$ cat config.mk
export PLATFORM = sky130hd
export DESIGN_NAME = csic_top
export DESIGN_NICKNAME = d
export VERILOG_FILES = /design/src/rtl/csic_pkg.sv /design/src/rtl/csic_clk_if.sv /design/src/rtl/csic_top.sv /design/src/rtl/csic_strobe_gen.sv
export SDC_FILE = /design/constraint.sdc
export NUM_CORES = 1
export LEC_CHECK = 0
export BUFFER_PORTS_ARGS = -buffer_cell sky130_fd_sc_hd__buf_2
export CAP_MARGIN = 20
export CORE_AREA = 2 2 99 101
export CTS_BUF_LIST = sky130_fd_sc_hd__clkbuf_8
export CTS_CLUSTER_SIZE = 28
export DETAILED_ROUTE_END_ITERATION = 10
export DIE_AREA = 0 0 101 103
export PLACE_DENSITY = 0.69
export SYNTH_ARGS = -nofsm -noshare
export SYNTH_HDL_FRONTEND = slang
export SYNTH_SLANG_ARGS = --single-unit
$ cat constraint.sdc
create_clock -name clk_i -period 3.7 [get_ports clk_i]
set_input_delay 0.185 -clock clk_i [delete_from_list [all_inputs] [get_ports clk_i]]
set_output_delay 0.185 -clock clk_i [all_outputs]
set_load 0.02 [all_outputs]
$ cat src/rtl/csic_pkg.sv
// Purpose: Shared constants for the clock speed and idle control block
// Assumes: clk_i is the oscillator itself, one clock edge per oscillator period
// Notes: Register byte address is four times the register index
//
// What this block does
// Speed bit low: all at 12 periods
// Peripheral bit clear 6 periods, set 12
// Peripheral bits act only with CPU speed set
// Control byte bit map, CPU speed bit 0
// Control byte resets to all zeros
// Serial speed bit only in modes 0, 2
// Warm reset needs 24 high periods, any mode
// Warm reset from pin or internal source
// Watchdog drives 96-period pulse on reset pin
// Idle freezes CPU, peripherals keep running
// Idle starts after the write setting it
// Both requests set gives power-down, never idle
// Enabled interrupt clears idle, CPU resumes
// Reset pin high clears idle at once
// RAM blocked between reset exit and reset
// Software avoids port writes after idle instruction
// Converter completion ends converter-started idle
// Two general flags are plain stored bits
// Idle bit 0, power-down bit 1, hardware cleared
// CPU speed change only on half-rate rising edge
// Peripheral clocks are strobes every 6 or 12
package csic_pkg;
  // Bus geometry
  localparam int unsigned WB_ADDR_W = 12;
  localparam int unsigned WB_DATA_W = 32;
  // Register indices and byte addresses
  localparam logic [7:0] CLOCK_CTRL_IDX = 8'h8F;
  localparam logic [7:0] POWER_CTRL_IDX = 8'h87;
  localparam logic [WB_ADDR_W-1:0] CLOCK_CTRL_ADDR = {2'b00, CLOCK_CTRL_IDX, 2'b00};
  localparam logic [WB_ADDR_W-1:0] POWER_CTRL_ADDR = {2'b00, POWER_CTRL_IDX, 2'b00};
  // Clock control byte fields
  localparam int unsigned CK_CPU_BIT = 0;
  localparam int unsigned CK_TIMER0_BIT = 1;
  localparam int unsigned CK_TIMER1_BIT = 2;
  localparam int unsigned CK_TIMER2_BIT = 3;
  localparam int unsigned CK_SERIAL_BIT = 4;
  localparam int unsigned CK_COUNTER_BIT = 5;
  localparam int unsigned CK_WATCHDOG_BIT = 6;
  localparam int unsigned CK_CAN_BIT = 7;
  localparam logic [7:0] CLOCK_CTRL_RESET = 8'h00;
  // Power control byte fields
  localparam int unsigned PC_IDLE_BIT = 0;
  localparam int unsigned PC_PDOWN_BIT = 1;
  localparam int unsigned PC_GF0_BIT = 2;
  localparam int unsigned PC_GF1_BIT = 3;
  localparam logic [1:0] GENERAL_FLAGS_RESET = 2'h0;
  // Timing, in oscillator periods and nanoseconds
  localparam int unsigned OSC_PERIOD_NS = 8;
  localparam int unsigned CLK_PERIOD_NS = 8;
  localparam int unsigned STD_PERIODS = 12;
  localparam int unsigned X2_PERIODS = 6;
  localparam int unsigned WARM_RESET_PERIODS = 24;
  localparam int unsigned WDT_PULSE_PERIODS = 96;
  localparam int unsigned STD_CYC = (STD_PERIODS * OSC_PERIOD_NS) / CLK_PERIOD_NS;
  localparam int unsigned X2_CYC = (X2_PERIODS * OSC_PERIOD_NS) / CLK_PERIOD_NS;
  localparam int unsigned WARM_RESET_CYC = (WARM_RESET_PERIODS * OSC_PERIOD_NS + CLK_PERIOD_NS - 1) / CLK_PERIOD_NS;
  localparam int unsigned WDT_PULSE_CYC = (WDT_PULSE_PERIODS * OSC_PERIOD_NS) / CLK_PERIOD_NS;
  // Channel count: CPU plus seven peripherals
  localparam int unsigned N_CH = 8;
  // Power states
  typedef enum logic [1:0] {
    PM_RUN,
    PM_IDLE,
    PM_POWER_DOWN
  } csic_pm_e;
endpackage : csic_pkg

$ cat src/rtl/csic_clk_if.sv
// Purpose: Carries speed selections and strobes between control and generator
// Assumes: One clock domain
// Notes: Channel 0 is the CPU, channel n is clock control bit n
`timescale 1ns/1ps
interface csic_clk_if;
  logic [7:0] fast;     // Channel uses 6 periods when high
  logic halt_cpu;       // Freeze CPU channel
  logic halt_all;       // Freeze every channel
  logic [7:0] strobe;   // One-cycle clock enables
  modport gen (input fast, input halt_cpu, input halt_all, output strobe);
  modport ctl (output fast, output halt_cpu, output halt_all, input strobe);
endinterface : csic_clk_if

$ cat src/rtl/csic_top.sv
// Purpose: Clock speed selection, idle and power-down control, warm reset handling
// Assumes: Classic Wishbone slave; reset pin is asynchronous to clk_i
// Notes: Reset pin is open style: rst_pin_oe_n_o low while the block drives it
//
// Decided for this implementation: the Wishbone slave port.
`timescale 1ns/1ps
module csic_top (
  input wire logic clk_i,
  input wire logic reset_i,
  // Wishbone slave
  input wire logic wb_cyc_i,
  input wire logic wb_stb_i,
  input wire logic wb_we_i,
  input wire logic [csic_pkg::WB_ADDR_W-1:0] wb_adr_i,
  input wire logic [3:0] wb_sel_i,
  input wire logic [csic_pkg::WB_DATA_W-1:0] wb_dat_i,
  output logic [csic_pkg::WB_DATA_W-1:0] wb_dat_o,
  output logic wb_ack_o,
  // System events
  input wire logic irq_i,
  input wire logic internal_reset_i,
  input wire logic wdt_fire_i,
  input wire logic adc_idle_mode_i,
  input wire logic adc_done_i,
  input wire logic [1:0] serial_mode_i,
  // Reset pin
  input wire logic rst_pin_i,
  output logic rst_pin_o,
  output logic rst_pin_oe_n_o,
  // Clock enables and status
  output logic cpu_strobe_o,
  output logic [6:0] periph_strobe_o,
  output logic idle_o,
  output logic power_down_o,
  output logic warm_reset_o,
  output logic ram_block_o
);
  import csic_pkg::*;

  localparam logic [6:0] WDT_LAST = 7'(WDT_PULSE_CYC - 1);
  localparam logic [4:0] WARM_CNT = 5'(WARM_RESET_CYC);

  csic_clk_if clk_bus ();                 // Link to the strobe generator

  logic [7:0] clock_divider_control_q;    // Clock control byte
  logic [1:0] general_flags_q;            // General flag one and zero
  csic_pm_e mode_q;                       // Power state
  logic adc_idle_q;                       // Idle was started by converter
  logic half_q;                           // Half-rate oscillator phase
  logic x2_eff_q;                         // CPU speed bit as validated
  logic [2:0] pin_sync_q;                 // Reset pin synchroniser
  logic pin_level_q;                      // Filtered reset pin level
  logic [4:0] warm_cnt_q;                 // High-time counter on reset pin
  logic pin_warm;                         // Pin held long enough
  logic warm_reset_q;                     // Warm reset active
  logic [6:0] wdt_cnt_q;                  // Watchdog pulse counter
  logic wdt_drive_q;                      // Driving reset pin
  logic ram_block_q;                      // RAM locked out
  logic ack_q;                            // Bus answer
  logic [WB_DATA_W-1:0] dat_q;            // Read data
  logic req;                              // New bus request
  logic wr_power;                         // Write to power control
  logic wr_clock;                         // Write to clock control
  logic idle_exit;                        // Any cause that ends idle
  logic pd_exit;                          // Any cause that ends power-down
  logic [7:0] power_ctrl_rd;              // Power control as read
  logic serial_x2_ok;                     // Serial mode honours its speed bit

  // Bus decode; a write lands at the edge that samples ack, while the master still holds it
  assign req = wb_cyc_i & wb_stb_i & ~ack_q;
  assign wr_clock = wb_cyc_i & wb_stb_i & ack_q & wb_we_i & wb_sel_i[0] & (wb_adr_i == CLOCK_CTRL_ADDR);
  assign wr_power = wb_cyc_i & wb_stb_i & ack_q & wb_we_i & wb_sel_i[0] & (wb_adr_i == POWER_CTRL_ADDR);

  // Power control as seen by software; request bits reflect the state
  always_comb begin
    power_ctrl_rd = 8'h00;
    power_ctrl_rd[PC_IDLE_BIT] = (mode_q == PM_IDLE);
    power_ctrl_rd[PC_PDOWN_BIT] = (mode_q == PM_POWER_DOWN);
    power_ctrl_rd[PC_GF0_BIT] = general_flags_q[0];
    power_ctrl_rd[PC_GF1_BIT] = general_flags_q[1];
  end

  // Answer every request one cycle later, mapped or not
  always_ff @(posedge clk_i) begin
    if (reset_i) begin
      ack_q <= 1'b0;
    end else begin
      ack_q <= req;
    end
  end

  // Read data; unmapped addresses read zero
  always_ff @(posedge clk_i) begin
    if (reset_i) begin
      dat_q <= '0;
    end else if (req & ~wb_we_i) begin
      if (wb_adr_i == CLOCK_CTRL_ADDR) begin
        dat_q <= {24'h000000, clock_divider_control_q};
      end else if (wb_adr_i == POWER_CTRL_ADDR) begin
        dat_q <= {24'h000000, power_ctrl_rd};
      end else begin
        dat_q <= '0;
      end
    end
  end

  assign wb_ack_o = ack_q;
  assign wb_dat_o = dat_q;

  // Clock control byte, cleared by power-on and warm reset
  always_ff @(posedge clk_i) begin
    if (reset_i | warm_reset_q) begin
      clock_divider_control_q <= CLOCK_CTRL_RESET;
    end else if (wr_clock) begin
      clock_divider_control_q <= wb_dat_i[7:0];
    end
  end

  // General flags are plain storage, untouched by idle
  always_ff @(posedge clk_i) begin
    if (reset_i | warm_reset_q) begin
      general_flags_q <= GENERAL_FLAGS_RESET;
    end else if (wr_power) begin
      general_flags_q <= {wb_dat_i[PC_GF1_BIT], wb_dat_i[PC_GF0_BIT]};
    end
  end

  // Half-rate oscillator phase
  always_ff @(posedge clk_i) begin
    if (reset_i) begin
      half_q <= 1'b0;
    end else begin
      half_q <= ~half_q;
    end
  end

  // CPU speed bit taken over only as the half-rate clock rises
  always_ff @(posedge clk_i) begin
    if (reset_i) begin
      x2_eff_q <= 1'b0;
    end else if (~half_q) begin
      x2_eff_q <= clock_divider_control_q[CK_CPU_BIT];
    end
  end

  // Serial speed bit only counts in modes 0 and 2
  assign serial_x2_ok = ~serial_mode_i[0];

  // Per-channel speed selection
  always_comb begin
    clk_bus.fast = 8'h00;
    clk_bus.fast[0] = x2_eff_q;
    for (int i = 1; i < 8; i++) begin
      clk_bus.fast[i] = x2_eff_q & ~clock_divider_control_q[i];
    end
    clk_bus.fast[CK_SERIAL_BIT] = x2_eff_q & serial_x2_ok & ~clock_divider_control_q[CK_SERIAL_BIT];
  end

  // Freezing: idle stops the CPU only, power-down stops everything
  assign clk_bus.halt_cpu = (mode_q == PM_IDLE);
  assign clk_bus.halt_all = (mode_q == PM_POWER_DOWN);

  csic_strobe_gen u_strobe_gen (
    .clk_i(clk_i),
    .reset_i(reset_i),
    .clk_bus(clk_bus)
  );

  assign cpu_strobe_o = clk_bus.strobe[0];
  assign periph_strobe_o = clk_bus.strobe[7:1];

  // Reset pin synchroniser, three stages
  always_ff @(posedge clk_i) begin
    if (reset_i) begin
      pin_sync_q <= 3'h0;
    end else begin
      pin_sync_q <= {pin_sync_q[1:0], rst_pin_i};
    end
  end

  // Pin level changes once stages two and three agree
  always_ff @(posedge clk_i) begin
    if (reset_i) begin
      pin_level_q <= 1'b0;
    end else if (pin_sync_q[1] == pin_sync_q[2]) begin
      pin_level_q <= pin_sync_q[2];
    end
  end

  // Count high time on the pin in oscillator periods, whatever the speed
  always_ff @(posedge clk_i) begin
    if (reset_i | ~pin_level_q) begin
      warm_cnt_q <= 5'h00;
    end else if (warm_cnt_q != WARM_CNT) begin
      warm_cnt_q <= warm_cnt_q + 5'h01;
    end
  end

  assign pin_warm = (warm_cnt_q == WARM_CNT);

  // Warm reset from a qualified pin or an internal source
  always_ff @(posedge clk_i) begin
    if (reset_i) begin
      warm_reset_q <= 1'b0;
    end else begin
      warm_reset_q <= pin_warm | internal_reset_i;
    end
  end

  assign warm_reset_o = warm_reset_q;

  // Watchdog pulse counter; a new fire during a pulse is ignored
  always_ff @(posedge clk_i) begin
    if (reset_i) begin
      wdt_drive_q <= 1'b0;
      wdt_cnt_q <= 7'h00;
    end else if (~wdt_drive_q) begin
      wdt_drive_q <= wdt_fire_i;
      wdt_cnt_q <= 7'h00;
    end else if (wdt_cnt_q == WDT_LAST) begin
      wdt_drive_q <= 1'b0;
      wdt_cnt_q <= 7'h00;
    end else begin
      wdt_cnt_q <= wdt_cnt_q + 7'h01;
    end
  end

  assign rst_pin_o = wdt_drive_q;
  assign rst_pin_oe_n_o = ~wdt_drive_q;

  // Exit causes; a high pin ends a halt before qualification completes
  assign idle_exit = irq_i | pin_level_q | (adc_idle_q & adc_done_i);
  assign pd_exit = irq_i | pin_level_q;

  // Power state machine
  always_ff @(posedge clk_i) begin
    if (reset_i | warm_reset_q) begin
      mode_q <= PM_RUN;
    end else begin
      unique case (mode_q)
        PM_RUN: begin
          if (wr_power & wb_dat_i[PC_PDOWN_BIT]) begin
            mode_q <= PM_POWER_DOWN;
          end else if (wr_power & wb_dat_i[PC_IDLE_BIT]) begin
            mode_q <= PM_IDLE;
          end
        end
        PM_IDLE: begin
          if (idle_exit) begin
            mode_q <= PM_RUN;
          end
        end
        PM_POWER_DOWN: begin
          if (pd_exit) begin
            mode_q <= PM_RUN;
          end
        end
      endcase
    end
  end

  // Remember whether idle was entered through the converter
  always_ff @(posedge clk_i) begin
    if (reset_i | warm_reset_q) begin
      adc_idle_q <= 1'b0;
    end else if ((mode_q == PM_RUN) & wr_power & wb_dat_i[PC_IDLE_BIT]) begin
      adc_idle_q <= adc_idle_mode_i & ~wb_dat_i[PC_PDOWN_BIT];
    end else if (mode_q == PM_RUN) begin
      adc_idle_q <= 1'b0;
    end
  end

  // RAM lockout from a pin-driven exit until the warm reset takes over
  always_ff @(posedge clk_i) begin
    if (reset_i | warm_reset_q | ~pin_level_q) begin
      ram_block_q <= 1'b0;
    end else if (mode_q != PM_RUN) begin
      ram_block_q <= 1'b1;
    end
  end

  assign ram_block_o = ram_block_q;
  assign idle_o = (mode_q == PM_IDLE);
  assign power_down_o = (mode_q == PM_POWER_DOWN);

  // Warm reset needs the pin high for the full count
  AST_WARM_QUAL: assert property (@(posedge clk_i) disable iff (reset_i)
    $rose(pin_warm) |-> $past(pin_level_q, 24))
    else $error("warm reset qualified too early");

  // Standard speed makes every channel slow
  AST_STD_ALL_SLOW: assert property (@(posedge clk_i) disable iff (reset_i)
    !x2_eff_q |-> (clk_bus.fast == 8'h00))
    else $error("fast channel while CPU speed bit low");

  // Warm reset restores the control byte
  AST_WARM_CLEARS: assert property (@(posedge clk_i) disable iff (reset_i)
    warm_reset_q |=> (clock_divider_control_q == CLOCK_CTRL_RESET) && (mode_q == PM_RUN))
    else $error("warm reset left state behind");

  // Watchdog pulse lasts exactly 96 cycles
  AST_WDT_PULSE: assert property (@(posedge clk_i) disable iff (reset_i)
    $rose(wdt_drive_q) |-> ##95 wdt_drive_q ##1 !wdt_drive_q)
    else $error("watchdog pulse length wrong");

  // CPU strobes stop while idle
  AST_IDLE_FREEZE: assert property (@(posedge clk_i) disable iff (reset_i)
    (mode_q == PM_IDLE) && $past(mode_q == PM_IDLE) |-> !cpu_strobe_o)
    else $error("CPU strobe during idle");

  // Interrupt in idle clears the idle bit next cycle
  AST_IRQ_EXIT: assert property (@(posedge clk_i) disable iff (reset_i)
    (mode_q == PM_IDLE) && irq_i |=> (mode_q == PM_RUN))
    else $error("interrupt did not end idle");

  // Both requests together give power-down
  AST_PD_PRIORITY: assert property (@(posedge clk_i) disable iff (reset_i || warm_reset_q)
    (mode_q == PM_RUN) && wr_power && wb_dat_i[PC_PDOWN_BIT] |=> (mode_q == PM_POWER_DOWN))
    else $error("power-down did not take precedence");

  // Speed bit changes only on a half-rate rising edge
  AST_X2_HALF_EDGE: assert property (@(posedge clk_i) disable iff (reset_i)
    $changed(x2_eff_q) |-> $past(half_q) == 1'b0)
    else $error("speed change off the half-rate edge");

  // Converter completion ends converter idle
  AST_ADC_EXIT: assert property (@(posedge clk_i) disable iff (reset_i)
    (mode_q == PM_IDLE) && adc_idle_q && adc_done_i |=> (mode_q == PM_RUN))
    else $error("conversion did not end idle");

  // Idle entry takes effect right after the write
  AST_IDLE_ENTRY: assert property (@(posedge clk_i) disable iff (reset_i || warm_reset_q)
    (mode_q == PM_RUN) && wr_power && wb_dat_i[PC_IDLE_BIT] && !wb_dat_i[PC_PDOWN_BIT] |=> (mode_q == PM_IDLE))
    else $error("idle not entered after write");
endmodule : csic_top

$ cat src/rtl/csic_strobe_gen.sv
// Purpose: Makes one clock-enable strobe per channel, every 6 or 12 periods
// Assumes: Selections come from the control block on the same clock
// Notes: A halted channel holds its counter, so it resumes at a known phase
`timescale 1ns/1ps
module csic_strobe_gen (
  input wire logic clk_i,
  input wire logic reset_i,
  csic_clk_if.gen clk_bus
);
  import csic_pkg::*;

  localparam logic [3:0] STD_LAST = 4'(STD_CYC - 1);
  localparam logic [3:0] X2_LAST = 4'(X2_CYC - 1);

  genvar ch;
  generate
    for (ch = 0; ch < N_CH; ch++) begin : g_ch
      logic [3:0] cnt_q;   // Period counter
      logic strobe_q;      // Registered strobe
      logic halt;          // Channel frozen
      logic [3:0] last;    // Last count of the period
      assign halt = clk_bus.halt_all | ((ch == 0) & clk_bus.halt_cpu);
      assign last = clk_bus.fast[ch] ? X2_LAST : STD_LAST;
      // Counter wraps at the selected period and freezes while halted
      always_ff @(posedge clk_i) begin
        if (reset_i) begin
          cnt_q <= 4'h0;
        end else if (halt) begin
          cnt_q <= cnt_q;
        end else if (cnt_q >= last) begin
          cnt_q <= 4'h0;
        end else begin
          cnt_q <= cnt_q + 4'h1;
        end
      end
      // Strobe once per period, never while halted
      always_ff @(posedge clk_i) begin
        if (reset_i) begin
          strobe_q <= 1'b0;
        end else begin
          strobe_q <= ~halt & (cnt_q >= last);
        end
      end
      assign clk_bus.strobe[ch] = strobe_q;
      // A fast channel strobes no more than once in six cycles
      AST_STROBE_SPACING: assert property (@(posedge clk_i) disable iff (reset_i)
        strobe_q |=> !strobe_q [*5])
        else $error("strobe repeated within six cycles");
    end
  endgenerate
endmodule : csic_strobe_gen

==> flow_summary.html, run 1 <==
<table>
<tr><th>Metric</th><th>Value</th></tr>
<tr><th colspan="2">Clock network</th></tr>
<tr><td>Post-cts hold buffer count</td><td>0</td></tr>
<tr><td>Root Buffer</td><td>sky130_fd_sc_hd__clkbuf_8</td></tr>
<tr><td>CTS Buf Count</td><td>9</td></tr>
<tr><td>Reg clk slew, reported paths</td><td>0.08 ns</td></tr>
<tr><td>Clk_lat worst skew</td><td>0.35 ns</td></tr>
<tr><td>Clock tree from TritonCTS</td><td>yes</td></tr>
<tr><td>Total number of clock tree sinks</td><td>83</td></tr>
<tr><td>H-tree levels</td><td>3</td></tr>
<tr><td>Post-CTS setup buffer count</td><td>0</td></tr>
<tr><td>Post-cts repair resize count</td><td>0</td></tr>
<tr><td>Longest Clk Path Bufs</td><td>2</td></tr>
<tr><th colspan="2">Timing</th></tr>
<tr><td>Setup total negative slack</td><td>0 ns</td></tr>
<tr><td>Relative slew slack</td><td>63.22%</td></tr>
<tr><td>Setup repair after global routing missed its margin</td><td>false</td></tr>
<tr><td>Actual transition at the worst max-transition pin</td><td>0.5501 ns</td></tr>
<tr><td>Slew Limit Fails</td><td>0</td></tr>
<tr><td>Max frequency</td><td>430.5 MHz</td></tr>
<tr><td>Final min period</td><td>2.323 ns</td></tr>
<tr><td>Number of hold-slack violations in the final timing report</td><td>0</td></tr>
<tr><td>Fin Clk Skew</td><td>0.007844 ns</td></tr>
<tr><td>Final setup violation count</td><td>0</td></tr>
<tr><td>Worst hold slack</td><td>0.03568 ns</td></tr>
<tr><td>Final critical-path share of the clock period</td><td>62.78%</td></tr>
<tr><th colspan="2">Worst setup path</th></tr>
<tr><td>WP buf/inv</td><td>1</td></tr>
<tr><td>Max stage delay on crit path</td><td>0.54 ns</td></tr>
<tr><td>Type of element launching the critical path</td><td>flip-flop</td></tr>
<tr><td>Startpoint of the worst-slack reg-to-reg timing path</td><td>x2_eff_q</td></tr>
<tr><td>Cell repeated most along the worst path</td><td>sky130_fd_sc_hd__a21o_1</td></tr>
<tr><td>Data arrival time at the worst-slack endpoint</td><td>2.60 ns</td></tr>
<tr><td>CP max-delay cell</td><td>sky130_fd_sc_hd__dfxtp_1</td></tr>
<tr><td>Nature of the critical path endpoint</td><td>flip-flop</td></tr>
<tr><td>Start point of the critical path</td><td>x2_eff_q</td></tr>
<tr><td>Required time of the worst setup path</td><td>3.98 ns</td></tr>
<tr><td>R2R Path End</td><td>u_strobe_gen.g_ch[4].cnt_q[2]</td></tr>
<tr><td>Setup slack of the worst register-to-register path</td><td>1.38 ns</td></tr>
<tr><td>Critical path's top delay family</td><td>compound AO/OA/AOI/OAI gates</td></tr>
<tr><td>CP cell instances</td><td>inv_1 &gt; nor3_1 &gt; ha_1 &gt; a21o_1 &gt; a21o_1 &gt; a21oi_1 &gt; o21ai_0 &gt; nor2_1</td></tr>
<tr><td>Depth of the most critical reg-to-reg path</td><td>8</td></tr>
<tr><td>Worst setup path class</td><td>reg2reg</td></tr>
<tr><td>Critical path fanouts, max</td><td>10</td></tr>
<tr><th colspan="2">Routing</th></tr>
<tr><td>TritonRoute pass-1 iters</td><td>5</td></tr>
<tr><td>Routed Antenna Nets</td><td>0</td></tr>
<tr><td>Wire length on met2</td><td>3.740 mm</td></tr>
<tr><td>Met1 layer wirelength in the final routing</td><td>3.417 mm</td></tr>
<tr><td>Via count</td><td>3017</td></tr>
<tr><td>Total length of routed met3 wires</td><td>299 um</td></tr>
<tr><td>Remaining DRCs</td><td>0</td></tr>
<tr><td>Iter 0 DRT Violations</td><td>89</td></tr>
<tr><td>Post-DR vias/cell</td><td>4.914</td></tr>
<tr><td>WL per Instance</td><td>12.21 um</td></tr>
<tr><td>Total routed wirelength</td><td>7.500 mm</td></tr>
<tr><td>Top routing layer in use</td><td>met4</td></tr>
<tr><th colspan="2">Placement</th></tr>
<tr><td>Global placer's final weighted congestion</td><td>0.8531</td></tr>
<tr><td>Standard cell area after detailed placement</td><td>4364 um^2</td></tr>
<tr><td>Number of port buffers</td><td>55</td></tr>
<tr><td># placed instances</td><td>598</td></tr>
<tr><td>Half-perimeter wire length after detailed placement</td><td>5.533 mm</td></tr>
<tr><th colspan="2">Min path</th></tr>
<tr><td>Type of the worst min-delay path</td><td>in2reg</td></tr>
<tr><td>Endpoint with the worst hold slack</td><td>pin_sync_q[0]</td></tr>
<tr><td>Hold Path Depth</td><td>2</td></tr>
<tr><td>HP Start</td><td>rst_pin_i</td></tr>
<tr><th colspan="2">Finish</th></tr>
<tr><td>Number of antenna cells inserted</td><td>0</td></tr>
<tr><td>Final Net Count</td><td>596</td></tr>
<tr><td>Final cell count without fillers</td><td>614</td></tr>
<tr><td>Final cell area excluding filler cells</td><td>4598 um^2</td></tr>
<tr><td>Area Overhead vs Synth</td><td>11.20%</td></tr>
<tr><td>Leading cell type in the layout, fill and taps excluded</td><td>sky130_fd_sc_hd__dfxtp_1</td></tr>
<tr><td>Fraction of final layout cells with drive strength greater than 1</td><td>16.40%</td></tr>
<tr><td>Most frequent cells in the layout</td><td>sky130_fd_sc_hd__dfxtp_1, sky130_fd_sc_hd__nor2_1, sky130_fd_sc_hd__buf_2</td></tr>
<tr><th colspan="2">Status</th></tr>
<tr><td>Outcome</td><td>complete, no violations</td></tr>
<tr><th colspan="2">Yosys</th></tr>
<tr><td>Async set or reset register ratio after synthesis</td><td>0%</td></tr>
<tr><td>Post-synthesis area per instance</td><td>9.210 um^2</td></tr>
<tr><td>Top cells by area in the synthesized netlist</td><td>sky130_fd_sc_hd__dfxtp_1, sky130_fd_sc_hd__ha_1, sky130_fd_sc_hd__nor2_1</td></tr>
<tr><td>Register area share after synthesis</td><td>40.18%</td></tr>
<tr><td>Ys flop type</td><td>sky130_fd_sc_hd__dfxtp_1</td></tr>
<tr><td>Synthesized area</td><td>4135 um^2</td></tr>
<tr><td>Distinct cells, synth</td><td>42</td></tr>
<tr><td>Flip-flop and latch count after synthesis</td><td>83</td></tr>
<tr><td>Count of flip-flops with a built-in enable after synthesis</td><td>0</td></tr>
<tr><td>Syn. warnings</td><td>0</td></tr>
<tr><td>Cell accounting for the most synthesized area</td><td>sky130_fd_sc_hd__dfxtp_1</td></tr>
<tr><td>Count of mapped cells out of synthesis</td><td>449</td></tr>
<tr><td>Post-synth top area share</td><td>40.18%</td></tr>
<tr><th colspan="2">Global route</th></tr>
<tr><td>Grt total ovfl</td><td>0</td></tr>
<tr><td>Wire length of the first global-routing pass</td><td>12.80 mm</td></tr>
<tr><td>Via count of the first global-routing pass</td><td>2911</td></tr>
<tr><td>Overall fraction of global-route tracks in use</td><td>15.29%</td></tr>
<tr><td>Maximum number of pins on one net before global-route repair</td><td>38</td></tr>
<tr><td>Initial antenna violation count</td><td>0</td></tr>
<tr><th colspan="2">Power and ir drop</th></tr>
<tr><td>Total power divided by cell area</td><td>403.2 nW/um^2</td></tr>
<tr><td>Worst IR drop on VDD</td><td>0.2022 mV</td></tr>
<tr><td>Leakage component of the power</td><td>2.308 nW</td></tr>
<tr><th colspan="2">Floorplanning</th></tr>
<tr><td>Total core area</td><td>9459 um^2</td></tr>
<tr><td>Die outline area</td><td>10400 um^2</td></tr>
<tr><td>Die width</td><td>101 um</td></tr>
<tr><td>Initial cell density of the core</td><td>43.72%</td></tr>
<tr><td>Total I/O pin count</td><td>108</td></tr>
<tr><td>Number of placement rows</td><td>36</td></tr>
<tr><td>Die boundary height</td><td>103 um</td></tr>
<tr><th colspan="2">Run</th></tr>
<tr><td>Number of maximum-capacitance constraint violations</td><td>0</td></tr>
</table>
[report_power, final]
group | total [mW] | switching [mW] | internal, mW
Combinational | 0.151 | 0.0881 | 0.0631
Clock | 0.753 | 0.312 | 0.441
Sequential | 0.949 | 0.0283 | 0.921
Total | 1.85 | 0.429 | 1.43
[logic make-up after synthesis]
family          synth area share, %
other cells                 0.09068
buf+inv                       8.381
mux                           5.930
compound gates                7.958
xor+xnor                      6.354
simple gates                  19.30
fa+ha+maj                     11.80
flops                         40.18
[state kept, by name (all words and copies together), names as in the netlist, 2 cells and up]
name,flops
clock_divider_control_q,8
general_flags_q,2
mode_q,2
pin_sync_q,3
u_strobe_gen.g_ch.cnt_q,32
u_strobe_gen.g_ch.strobe_q,8
warm_cnt_q,5
wb_dat_o,8
wdt_cnt_q,7
[synthesized netlist by cell type, drive strengths merged, types with 7 or more instances]
library cell	count
nand4b	9
clkbuf	10
nor2	75
mux2i	20
nor3	9
xor2	20
a21o	16
o21ai	13
nor2b	11
nand2b	7
dfxtp	83
ha	39
inv	17
buf	34
a21oi	17
nand2	16
nand3	10
xnor2	10
[per-stage QoR]
| step | power, mW | util [%] | worst slack, ns |
|---|---|---|---|
| after floorplan | 1.094 | - | 1.792 |
| after global placement | 1.114 | 46.14 | 1.516 |
| after detailed placement | 1.122 | 46.14 | 1.402 |
| after CTS | 1.879 | 48.56 | 1.378 |
| after global routing | 1.935 | 48.61 | 1.156 |
| final | 1.854 | 48.61 | 1.377 |
[worst max-delay path by stage]
stage / endpoint / slack [ns] / depth (start not counted)
finish: u_strobe_gen.g_ch[4].cnt_q[2] / 1.38 / 8
global route: u_strobe_gen.g_ch[4].cnt_q[0] / 1.16 / 8
CTS: u_strobe_gen.g_ch[4].cnt_q[0] / 1.38 / 8
detailed placement: u_strobe_gen.g_ch[4].cnt_q[0] / 1.40 / 8
global placement: u_strobe_gen.g_ch[4].cnt_q[3] / 1.52 / 8
floorplan: u_strobe_gen.g_ch[4].cnt_q[0] / 1.79 / 8
[metal layers]
| layer | vias up | global-route usage [%] |
|---|---|---|
| li1 | 1555 | - |
| met1 | 1389 | 17.78 |
| met2 | 69 | 28.26 |
| met3 | 4 | 4.068 |
| met4 | 0 | 3.326 |
| met5 | - | 0 |
[final cells by class]
class                   count  area (um^2)
repair buffers             57        287.8
inverters                  17        63.81
clock buffers               9        123.9
flip-flops and latches     83         1662
fillers                   876         4861
well taps                 114        142.6
clock inverters             6        105.1
multi-input cells         328         2213
Power figures use the tool's default switching activity.
==> inputs of run 2 (changes only) <==
Settings changed: PLACE_DENSITY 0.69 to 0.72.
Clock period 3.7 ns to 2.1 ns, I/O delays scaled along.
==> run 2 against run 1 <==
Critical path depth is 1 higher; largest cell class unchanged; design area is 1.4% higher; sequential share of layout area is 0.50 points lower; worst setup slack worse by 1.2 ns; cell count is 2.3% higher; sequential cell count stayed put.
==> flow_summary.html, run 2 (synthesis gave the netlist of run 1 again) <==
<table>
<tr><th>Metric</th><th>Value</th></tr>
<tr><th colspan="2">Global route</th></tr>
<tr><td>Overall fraction of global-route tracks in use</td><td>16.05%</td></tr>
<tr><td>Initial antenna violation count</td><td>0</td></tr>
<tr><td>Grt total ovfl</td><td>0</td></tr>
<tr><td>Via count of the first global-routing pass</td><td>2974</td></tr>
<tr><td>Wire length of the first global-routing pass</td><td>13.26 mm</td></tr>
<tr><td>Maximum number of pins on one net before global-route repair</td><td>39</td></tr>
<tr><th colspan="2">Run</th></tr>
<tr><td>Number of maximum-capacitance constraint violations</td><td>0</td></tr>
<tr><th colspan="2">Power and ir drop</th></tr>
<tr><td>Worst IR drop on VDD</td><td>0.3518 mV</td></tr>
<tr><td>Seq pwr share</td><td>56.8%</td></tr>
<tr><td>Power Internal</td><td>2.168 mW</td></tr>
<tr><td>Share of power burned in combinational logic</td><td>9.7%</td></tr>
<tr><td>Total power divided by cell area</td><td>632.6 nW/um^2</td></tr>
<tr><td>Total net switching power</td><td>781.6 uW</td></tr>
<tr><td>Fraction of power spent switching nets</td><td>26.50%</td></tr>
<tr><td>Leakage component of the power</td><td>2.323 nW</td></tr>
<tr><td>Relative contribution of the clock network to total power</td><td>33.5%</td></tr>
<tr><th colspan="2">Routing</th></tr>
<tr><td>Total routed wirelength</td><td>7.970 mm</td></tr>
<tr><td>Via count</td><td>3092</td></tr>
<tr><td>TritonRoute pass-1 iters</td><td>4</td></tr>
<tr><td>Routed Antenna Nets</td><td>0</td></tr>
<tr><td>Remaining DRCs</td><td>0</td></tr>
<tr><td>Iter 0 DRT Violations</td><td>65</td></tr>
<tr><td>WL per Instance</td><td>12.69 um</td></tr>
<tr><td>Post-DR vias/cell</td><td>4.924</td></tr>
<tr><th colspan="2">Worst setup path</th></tr>
<tr><td>Data arrival time at the worst-slack endpoint</td><td>2.19 ns</td></tr>
<tr><td>Nature of the critical path endpoint</td><td>flip-flop</td></tr>
<tr><td>Critical Path End</td><td>u_strobe_gen.g_ch[3].cnt_q[3]</td></tr>
<tr><td>R2R Path End</td><td>u_strobe_gen.g_ch[3].cnt_q[3]</td></tr>
<tr><td>Setup slack of the worst register-to-register path</td><td>0.19 ns</td></tr>
<tr><td>Required time of the worst setup path</td><td>2.39 ns</td></tr>
<tr><td>Critical path fanouts, max</td><td>9</td></tr>
<tr><td>Worst setup path class</td><td>reg2reg</td></tr>
<tr><td>Start point of the critical path</td><td>x2_eff_q</td></tr>
<tr><td>Type of element launching the critical path</td><td>flip-flop</td></tr>
<tr><td>Startpoint of the worst-slack reg-to-reg timing path</td><td>x2_eff_q</td></tr>
<tr><td>Depth of the most critical reg-to-reg path</td><td>9</td></tr>
<tr><th colspan="2">Timing</th></tr>
<tr><td>Final critical-path share of the clock period</td><td>90.84%</td></tr>
<tr><td>Setup total negative slack</td><td>0 ns</td></tr>
<tr><td>Final setup violation count</td><td>0</td></tr>
<tr><td>Max frequency</td><td>524.2 MHz</td></tr>
<tr><td>Setup repair after global routing missed its margin</td><td>false</td></tr>
<tr><td>Slew Limit Fails</td><td>0</td></tr>
<tr><td>Actual transition at the worst max-transition pin</td><td>0.5555 ns</td></tr>
<tr><td>Number of hold-slack violations in the final timing report</td><td>0</td></tr>
<tr><td>Crit path setup slack, layout</td><td>0.1924 ns</td></tr>
<tr><td>Fin Clk Skew</td><td>0.006428 ns</td></tr>
<tr><td>Relative slew slack</td><td>62.48%</td></tr>
<tr><td>Final min period</td><td>1.908 ns</td></tr>
<tr><th colspan="2">Floorplanning</th></tr>
<tr><td>Initial cell density of the core</td><td>43.72%</td></tr>
<tr><td>Total I/O pin count</td><td>108</td></tr>
<tr><td>Die boundary height</td><td>103 um</td></tr>
<tr><td>Total core area</td><td>9459 um^2</td></tr>
<tr><td>Die outline area</td><td>10400 um^2</td></tr>
<tr><td>Number of placement rows</td><td>36</td></tr>
<tr><td>Die width</td><td>101 um</td></tr>
<tr><th colspan="2">Clock network</th></tr>
<tr><td>Total number of clock tree sinks</td><td>83</td></tr>
<tr><td>H-tree levels</td><td>3</td></tr>
<tr><td>Root Buffer</td><td>sky130_fd_sc_hd__clkbuf_8</td></tr>
<tr><td>Clk_lat worst skew</td><td>0.35 ns</td></tr>
<tr><td>Longest Clk Path Bufs</td><td>2</td></tr>
<tr><td>Reg clk slew, reported paths</td><td>0.08 ns</td></tr>
<tr><td>CTS Buf Count</td><td>9</td></tr>
<tr><td>Clock tree from TritonCTS</td><td>yes</td></tr>
<tr><td>Post-CTS setup buffer count</td><td>0</td></tr>
<tr><th colspan="2">Finish</th></tr>
<tr><td>Leading cell type in the layout, fill and taps excluded</td><td>sky130_fd_sc_hd__dfxtp_1</td></tr>
<tr><td>Fraction of final layout cells with drive strength greater than 1</td><td>16.73%</td></tr>
<tr><td>Area Overhead vs Synth</td><td>12.77%</td></tr>
<tr><td>Most flops, register</td><td>u_strobe_gen.g_ch.cnt_q</td></tr>
<tr><td>Largest register FFs</td><td>32</td></tr>
<tr><td>Most frequent cells in the layout</td><td>sky130_fd_sc_hd__dfxtp_1, sky130_fd_sc_hd__nor2_1, sky130_fd_sc_hd__buf_2</td></tr>
<tr><td>Final Net Count</td><td>609</td></tr>
<tr><td>Final cell count without fillers</td><td>628</td></tr>
<tr><td>Number of antenna cells inserted</td><td>0</td></tr>
<tr><th colspan="2">Status</th></tr>
<tr><td>Outcome</td><td>complete, no violations</td></tr>
<tr><th colspan="2">Placement</th></tr>
<tr><td>Number of port buffers</td><td>55</td></tr>
<tr><td>Global placer's final weighted congestion</td><td>0.8308</td></tr>
<tr><td>Half-perimeter wire length after detailed placement</td><td>5.856 mm</td></tr>
<tr><td># placed instances</td><td>602</td></tr>
<tr><td>DP Worst Slack</td><td>0.1376 ns</td></tr>
<tr><th colspan="2">Min path</th></tr>
<tr><td>Type of the worst min-delay path</td><td>in2reg</td></tr>
</table>
run 2: changes by cell type in the layout (fill, tap and decap cells not counted), sizes merged:
cell         previous run  this run
dlygate4sd3             0        10
bufinv                  3         0
buf                    56        60
clkinvlp                0         4
clkbuf                 10         9
run 2: layer usage:
metal	GRT usage, %	vias up	wire length [um]
met3	4.068	11	250
li1	-	1582	-
met2	29.59	45	3902
met4	4.990	0	101
met5	0	-	0
met1	18.25	1454	3716
run 2: final cells by class:
class / instances / area, um^2
clock buffers: 9 / 123.9
clock inverters: 7 / 45.04
fillers: 904 / 4796
inverters: 17 / 63.81
multi-input cells: 328 / 2213
flip-flops and latches: 83 / 1662
well taps: 114 / 142.6
repair buffers: 70 / 412.9
run 2: worst min path at each step:
stage	endpoint	slack [ns]	from	cells past startpoint
floorplan	warm_reset_o	0.23	internal_reset_i	2
global placement	pin_sync_q[0]	0.32	rst_pin_i	2
detailed placement	warm_reset_o	0.32	internal_reset_i	3
CTS	general_flags_q[1]	0.0001	wb_dat_i[3]	3
global route	clock_divider_control_q[3]	0.02	wb_dat_i[3]	3
finish	general_flags_q[1]	0.01	wb_dat_i[3]	3
run 2: stage by stage:
step / power (mW) / util (%) / area [um^2] / hold WS [ns]
3_3_place_gp: 1.962 / 46.46 / 4394 / 0.3156
4_1_cts: 2.994 / 49.30 / 4663 / 0.0001290
6_report: 2.950 / 49.30 / 4663 / 0.01177
5_1_grt: 3.106 / 49.30 / 4663 / 0.01919
2_1_floorplan: 1.928 / - / 4222 / 0.2257
3_5_place_dp: 1.981 / 46.46 / 4394 / 0.3194
run 2: power groups by stage:
stage | registers (mW) | logic [mW] | clock network [mW]
6_report | 1.67 | 0.286 | 0.989
3_3_place_gp | 1.71 | 0.255 | 0
5_1_grt | 1.68 | 0.325 | 1.10
4_1_cts | 1.67 | 0.287 | 1.03
3_5_place_dp | 1.71 | 0.270 | 0
2_1_floorplan | 1.70 | 0.225 | 0
run 2: timing repair:
action                                 in CTS  in global routing
hold buffers                               10                  0
setup endpoints to repair                   0                 10
endpoints found under the hold margin      10                  0
gates resized for setup                     0                  4
run 2: critical path, stage by stage (launching register included):
cell and delay (ns):
sky130_fd_sc_hd__dfxtp_1 0.31, sky130_fd_sc_hd__buf_4 0.16, sky130_fd_sc_hd__nand2b_1 0.10, sky130_fd_sc_hd__inv_1 0.07
sky130_fd_sc_hd__ha_1 0.29, sky130_fd_sc_hd__a21o_1 0.18, sky130_fd_sc_hd__a21o_1 0.16, sky130_fd_sc_hd__a21oi_1 0.19
sky130_fd_sc_hd__o21ai_0 0.21, sky130_fd_sc_hd__nor2_1 0.17
==> inputs of run 3 (changes only) <==
Settings changed: SETUP_SLACK_MARGIN set to 0.4.
==> run 3 against run 2 <==
Clock skew is 0.0077 ns higher; critical path type unchanged; routed wire length is 4.1% higher; cell count is 2.7% higher; global-route usage is 0.40 points higher; fmax is 10% higher; design area is 8.9% higher.
==> flow_summary.html, run 3 (synthesis gave the netlist of run 1 again) <==
<table>
<tr><th>Metric</th><th>Value</th></tr>
<tr><th colspan="2">Worst setup path</th></tr>
<tr><td>CP cell instances</td><td>nand2b_1 &gt; inv_1 &gt; ha_1 &gt; a21o_1 &gt; a21o_1 &gt; a21oi_2 &gt; o21ai_1 &gt; nor2_1</td></tr>
<tr><td>CP max-delay cell</td><td>sky130_fd_sc_hd__dfxtp_1</td></tr>
<tr><td>Critical path's top delay family</td><td>compound AO/OA/AOI/OAI gates</td></tr>
<tr><td>WP buf/inv</td><td>1</td></tr>
<tr><td>Required time of the worst setup path</td><td>2.39 ns</td></tr>
<tr><td>Critical path fanouts, max</td><td>4</td></tr>
<tr><td>Worst setup path class</td><td>reg2reg</td></tr>
<tr><td>Type of element launching the critical path</td><td>flip-flop</td></tr>
<tr><td>Cell repeated most along the worst path</td><td>sky130_fd_sc_hd__a21o_1</td></tr>
<tr><td>Nature of the critical path endpoint</td><td>flip-flop</td></tr>
<tr><td>Data arrival time at the worst-slack endpoint</td><td>2.02 ns</td></tr>
<tr><td>Max stage delay on crit path</td><td>0.36 ns</td></tr>
<tr><th colspan="2">Timing</th></tr>
<tr><td>Actual transition at the worst max-transition pin</td><td>0.6137 ns</td></tr>
<tr><td>Final setup violation count</td><td>0</td></tr>
<tr><td>Number of hold-slack violations in the final timing report</td><td>0</td></tr>
<tr><td>Setup repair after global routing missed its margin</td><td>true</td></tr>
<tr><td>Max frequency</td><td>579.0 MHz</td></tr>
<tr><td>Setup total negative slack</td><td>0 ns</td></tr>
<tr><td>Final critical-path share of the clock period</td><td>82.24%</td></tr>
<tr><td>Final min period</td><td>1.727 ns</td></tr>
<tr><td>Fin Clk Skew</td><td>0.01410 ns</td></tr>
<tr><td>Relative slew slack</td><td>59.04%</td></tr>
<tr><td>Slew Limit Fails</td><td>0</td></tr>
<tr><th colspan="2">Finish</th></tr>
<tr><td>Number of antenna cells inserted</td><td>0</td></tr>
<tr><td>Most frequent cells in the layout</td><td>sky130_fd_sc_hd__dfxtp_1, sky130_fd_sc_hd__nor2_1, sky130_fd_sc_hd__buf_2</td></tr>
<tr><td>Largest register FFs</td><td>32</td></tr>
<tr><td>Area Overhead vs Synth</td><td>22.81%</td></tr>
<tr><td>Fillers</td><td>842</td></tr>
<tr><td>Final cell area excluding filler cells</td><td>5079 um^2</td></tr>
<tr><td>Final Net Count</td><td>626</td></tr>
<tr><td>Fraction of final layout cells with drive strength greater than 1</td><td>25.99%</td></tr>
<tr><td>Final cell count without fillers</td><td>645</td></tr>
<tr><td>Utilization of the core after routing</td><td>53.69%</td></tr>
<tr><td>Most flops, register</td><td>u_strobe_gen.g_ch.cnt_q</td></tr>
<tr><td>Leading cell type in the layout, fill and taps excluded</td><td>sky130_fd_sc_hd__dfxtp_1</td></tr>
<tr><th colspan="2">Routing</th></tr>
<tr><td>Post-DR vias/cell</td><td>4.944</td></tr>
<tr><td>Total routed wirelength</td><td>8.293 mm</td></tr>
<tr><td>Routed Antenna Nets</td><td>0</td></tr>
<tr><td>WL per Instance</td><td>12.86 um</td></tr>
<tr><td>Iter 0 DRT Violations</td><td>90</td></tr>
<tr><td>Via count</td><td>3189</td></tr>
<tr><td>Remaining DRCs</td><td>0</td></tr>
<tr><td>TritonRoute pass-1 iters</td><td>4</td></tr>
<tr><th colspan="2">Power and ir drop</th></tr>
<tr><td>Worst IR drop on VDD</td><td>0.4691 mV</td></tr>
<tr><td>Share of power burned in combinational logic</td><td>8.7%</td></tr>
<tr><td>Leakage component of the power</td><td>2.471 nW</td></tr>
<tr><td>Total net switching power</td><td>789.5 uW</td></tr>
<tr><td>Seq pwr share</td><td>48.8%</td></tr>
<tr><td>Total power divided by cell area</td><td>677.9 nW/um^2</td></tr>
<tr><td>Relative contribution of the clock network to total power</td><td>42.6%</td></tr>
<tr><td>Fraction of power spent switching nets</td><td>22.93%</td></tr>
<tr><td>Power Internal</td><td>2.653 mW</td></tr>
<tr><th colspan="2">Global route</th></tr>
<tr><td>Wire length of the first global-routing pass</td><td>13.72 mm</td></tr>
<tr><td>Via count of the first global-routing pass</td><td>3110</td></tr>
<tr><td>Overall fraction of global-route tracks in use</td><td>16.45%</td></tr>
<tr><td>Grt total ovfl</td><td>0</td></tr>
<tr><td>Initial antenna violation count</td><td>0</td></tr>
<tr><td>Maximum number of pins on one net before global-route repair</td><td>38</td></tr>
<tr><th colspan="2">Floorplanning</th></tr>
<tr><td>Total core area</td><td>9459 um^2</td></tr>
<tr><td>Total I/O pin count</td><td>108</td></tr>
<tr><td>Initial cell density of the core</td><td>43.72%</td></tr>
<tr><td>Die boundary height</td><td>103 um</td></tr>
<tr><td>Number of placement rows</td><td>36</td></tr>
<tr><td>Die width</td><td>101 um</td></tr>
<tr><td>Die outline area</td><td>10400 um^2</td></tr>
<tr><th colspan="2">Clock network</th></tr>
<tr><td>Total number of clock tree sinks</td><td>83</td></tr>
<tr><td>Clk_lat worst skew</td><td>0.35 ns</td></tr>
<tr><td>CTS Buf Count</td><td>9</td></tr>
<tr><td>Longest Clk Path Bufs</td><td>2</td></tr>
<tr><td>Reg clk slew, reported paths</td><td>0.09 ns</td></tr>
<tr><td>Root Buffer</td><td>sky130_fd_sc_hd__clkbuf_8</td></tr>
<tr><td>Clock tree from TritonCTS</td><td>yes</td></tr>
<tr><td>H-tree levels</td><td>3</td></tr>
<tr><th colspan="2">Placement</th></tr>
<tr><td>Global placer's final weighted congestion</td><td>0.8465</td></tr>
<tr><td>Number of port buffers</td><td>55</td></tr>
<tr><td>Half-perimeter wire length after detailed placement</td><td>5.710 mm</td></tr>
<tr><td>Standard cell area after detailed placement</td><td>4390 um^2</td></tr>
<tr><td># placed instances</td><td>599</td></tr>
<tr><th colspan="2">Min path</th></tr>
<tr><td>Type of the worst min-delay path</td><td>in2reg</td></tr>
<tr><th colspan="2">Status</th></tr>
<tr><td>Outcome</td><td>complete, no violations</td></tr>
<tr><th colspan="2">Run</th></tr>
<tr><td>Number of maximum-capacitance constraint violations</td><td>0</td></tr>
</table>
run 3: worst register-to-register path, stage by stage, from the launching register on:
cell                       delay, ns
sky130_fd_sc_hd__dfxtp_1        0.36
sky130_fd_sc_hd__nand2b_1       0.13
sky130_fd_sc_hd__inv_1          0.07
sky130_fd_sc_hd__ha_1           0.28
sky130_fd_sc_hd__a21o_1         0.18
sky130_fd_sc_hd__a21o_1         0.19
sky130_fd_sc_hd__a21oi_2        0.17
sky130_fd_sc_hd__o21ai_1        0.14
sky130_fd_sc_hd__nor2_1         0.17
run 3: final timing paths:
check / from / end / slack, ns / cells past startpoint
max: clock_divider_control_q[2] / u_strobe_gen.g_ch[2].cnt_q[0] / 0.37 / 8
min: wb_dat_i[5] / clock_divider_control_q[5] / 0.03 / 3
max reg2reg: clock_divider_control_q[2] / u_strobe_gen.g_ch[2].cnt_q[0] / 0.37 / 8
min reg2reg: half_q / half_q / 0.44 / 1
run 3: power groups by stage:
stage,Sequential (mW),Combinational [mW],Clock (mW)
2_1_floorplan,1.70,0.225,0
6_report,1.68,0.299,1.47
3_5_place_dp,1.71,0.267,0
3_3_place_gp,1.71,0.256,0
5_1_grt,1.68,0.339,1.56
4_1_cts,1.67,0.294,1.50
run 3: repair_timing:
item,4_1_cts,5_1_grt
pin swaps,18,34
resized for setup,32,16
hold buffers,10,0
hold endpoints to repair,10,0
endpoints found under the setup margin,34,39
setup buffers,11,9
run 3: routing by layer:
| metal | vias up | global-route usage (%) | part of all wire (%) |
|---|---|---|---|
| met3 | 9 | 4.542 | 3.5 |
| li1 | 1620 | - | - |
| met2 | 58 | 29.64 | 51 |
| met5 | - | 0 | 0 |
| met1 | 1502 | 18.88 | 44 |
| met4 | 0 | 5.509 | 1.4 |
run 3: cell type report:
class                           count  area, um^2  area share [%]
Inverter                           17       68.82           1.355
Clock inverter                      7       132.6           2.611
Clock buffer                        9       123.9           2.439
Timing Repair Buffer               87       551.8           10.86
Multi-Input combinational cell    328        2390           47.06
Tap cell                          114       142.6           2.809
Sequential cell                    83        1669           32.87
run 3: stage by stage:
stage	hold WS, ns	worst slack (ns)	power (mW)
CTS	0.01288	0.3773	3.468
detailed placement	0.3197	0.1508	1.979
global route	0.01837	0.2550	3.589
floorplan	0.2257	0.4011	1.928
finish	0.03033	0.3729	3.443
global placement	0.3192	0.2258	1.963
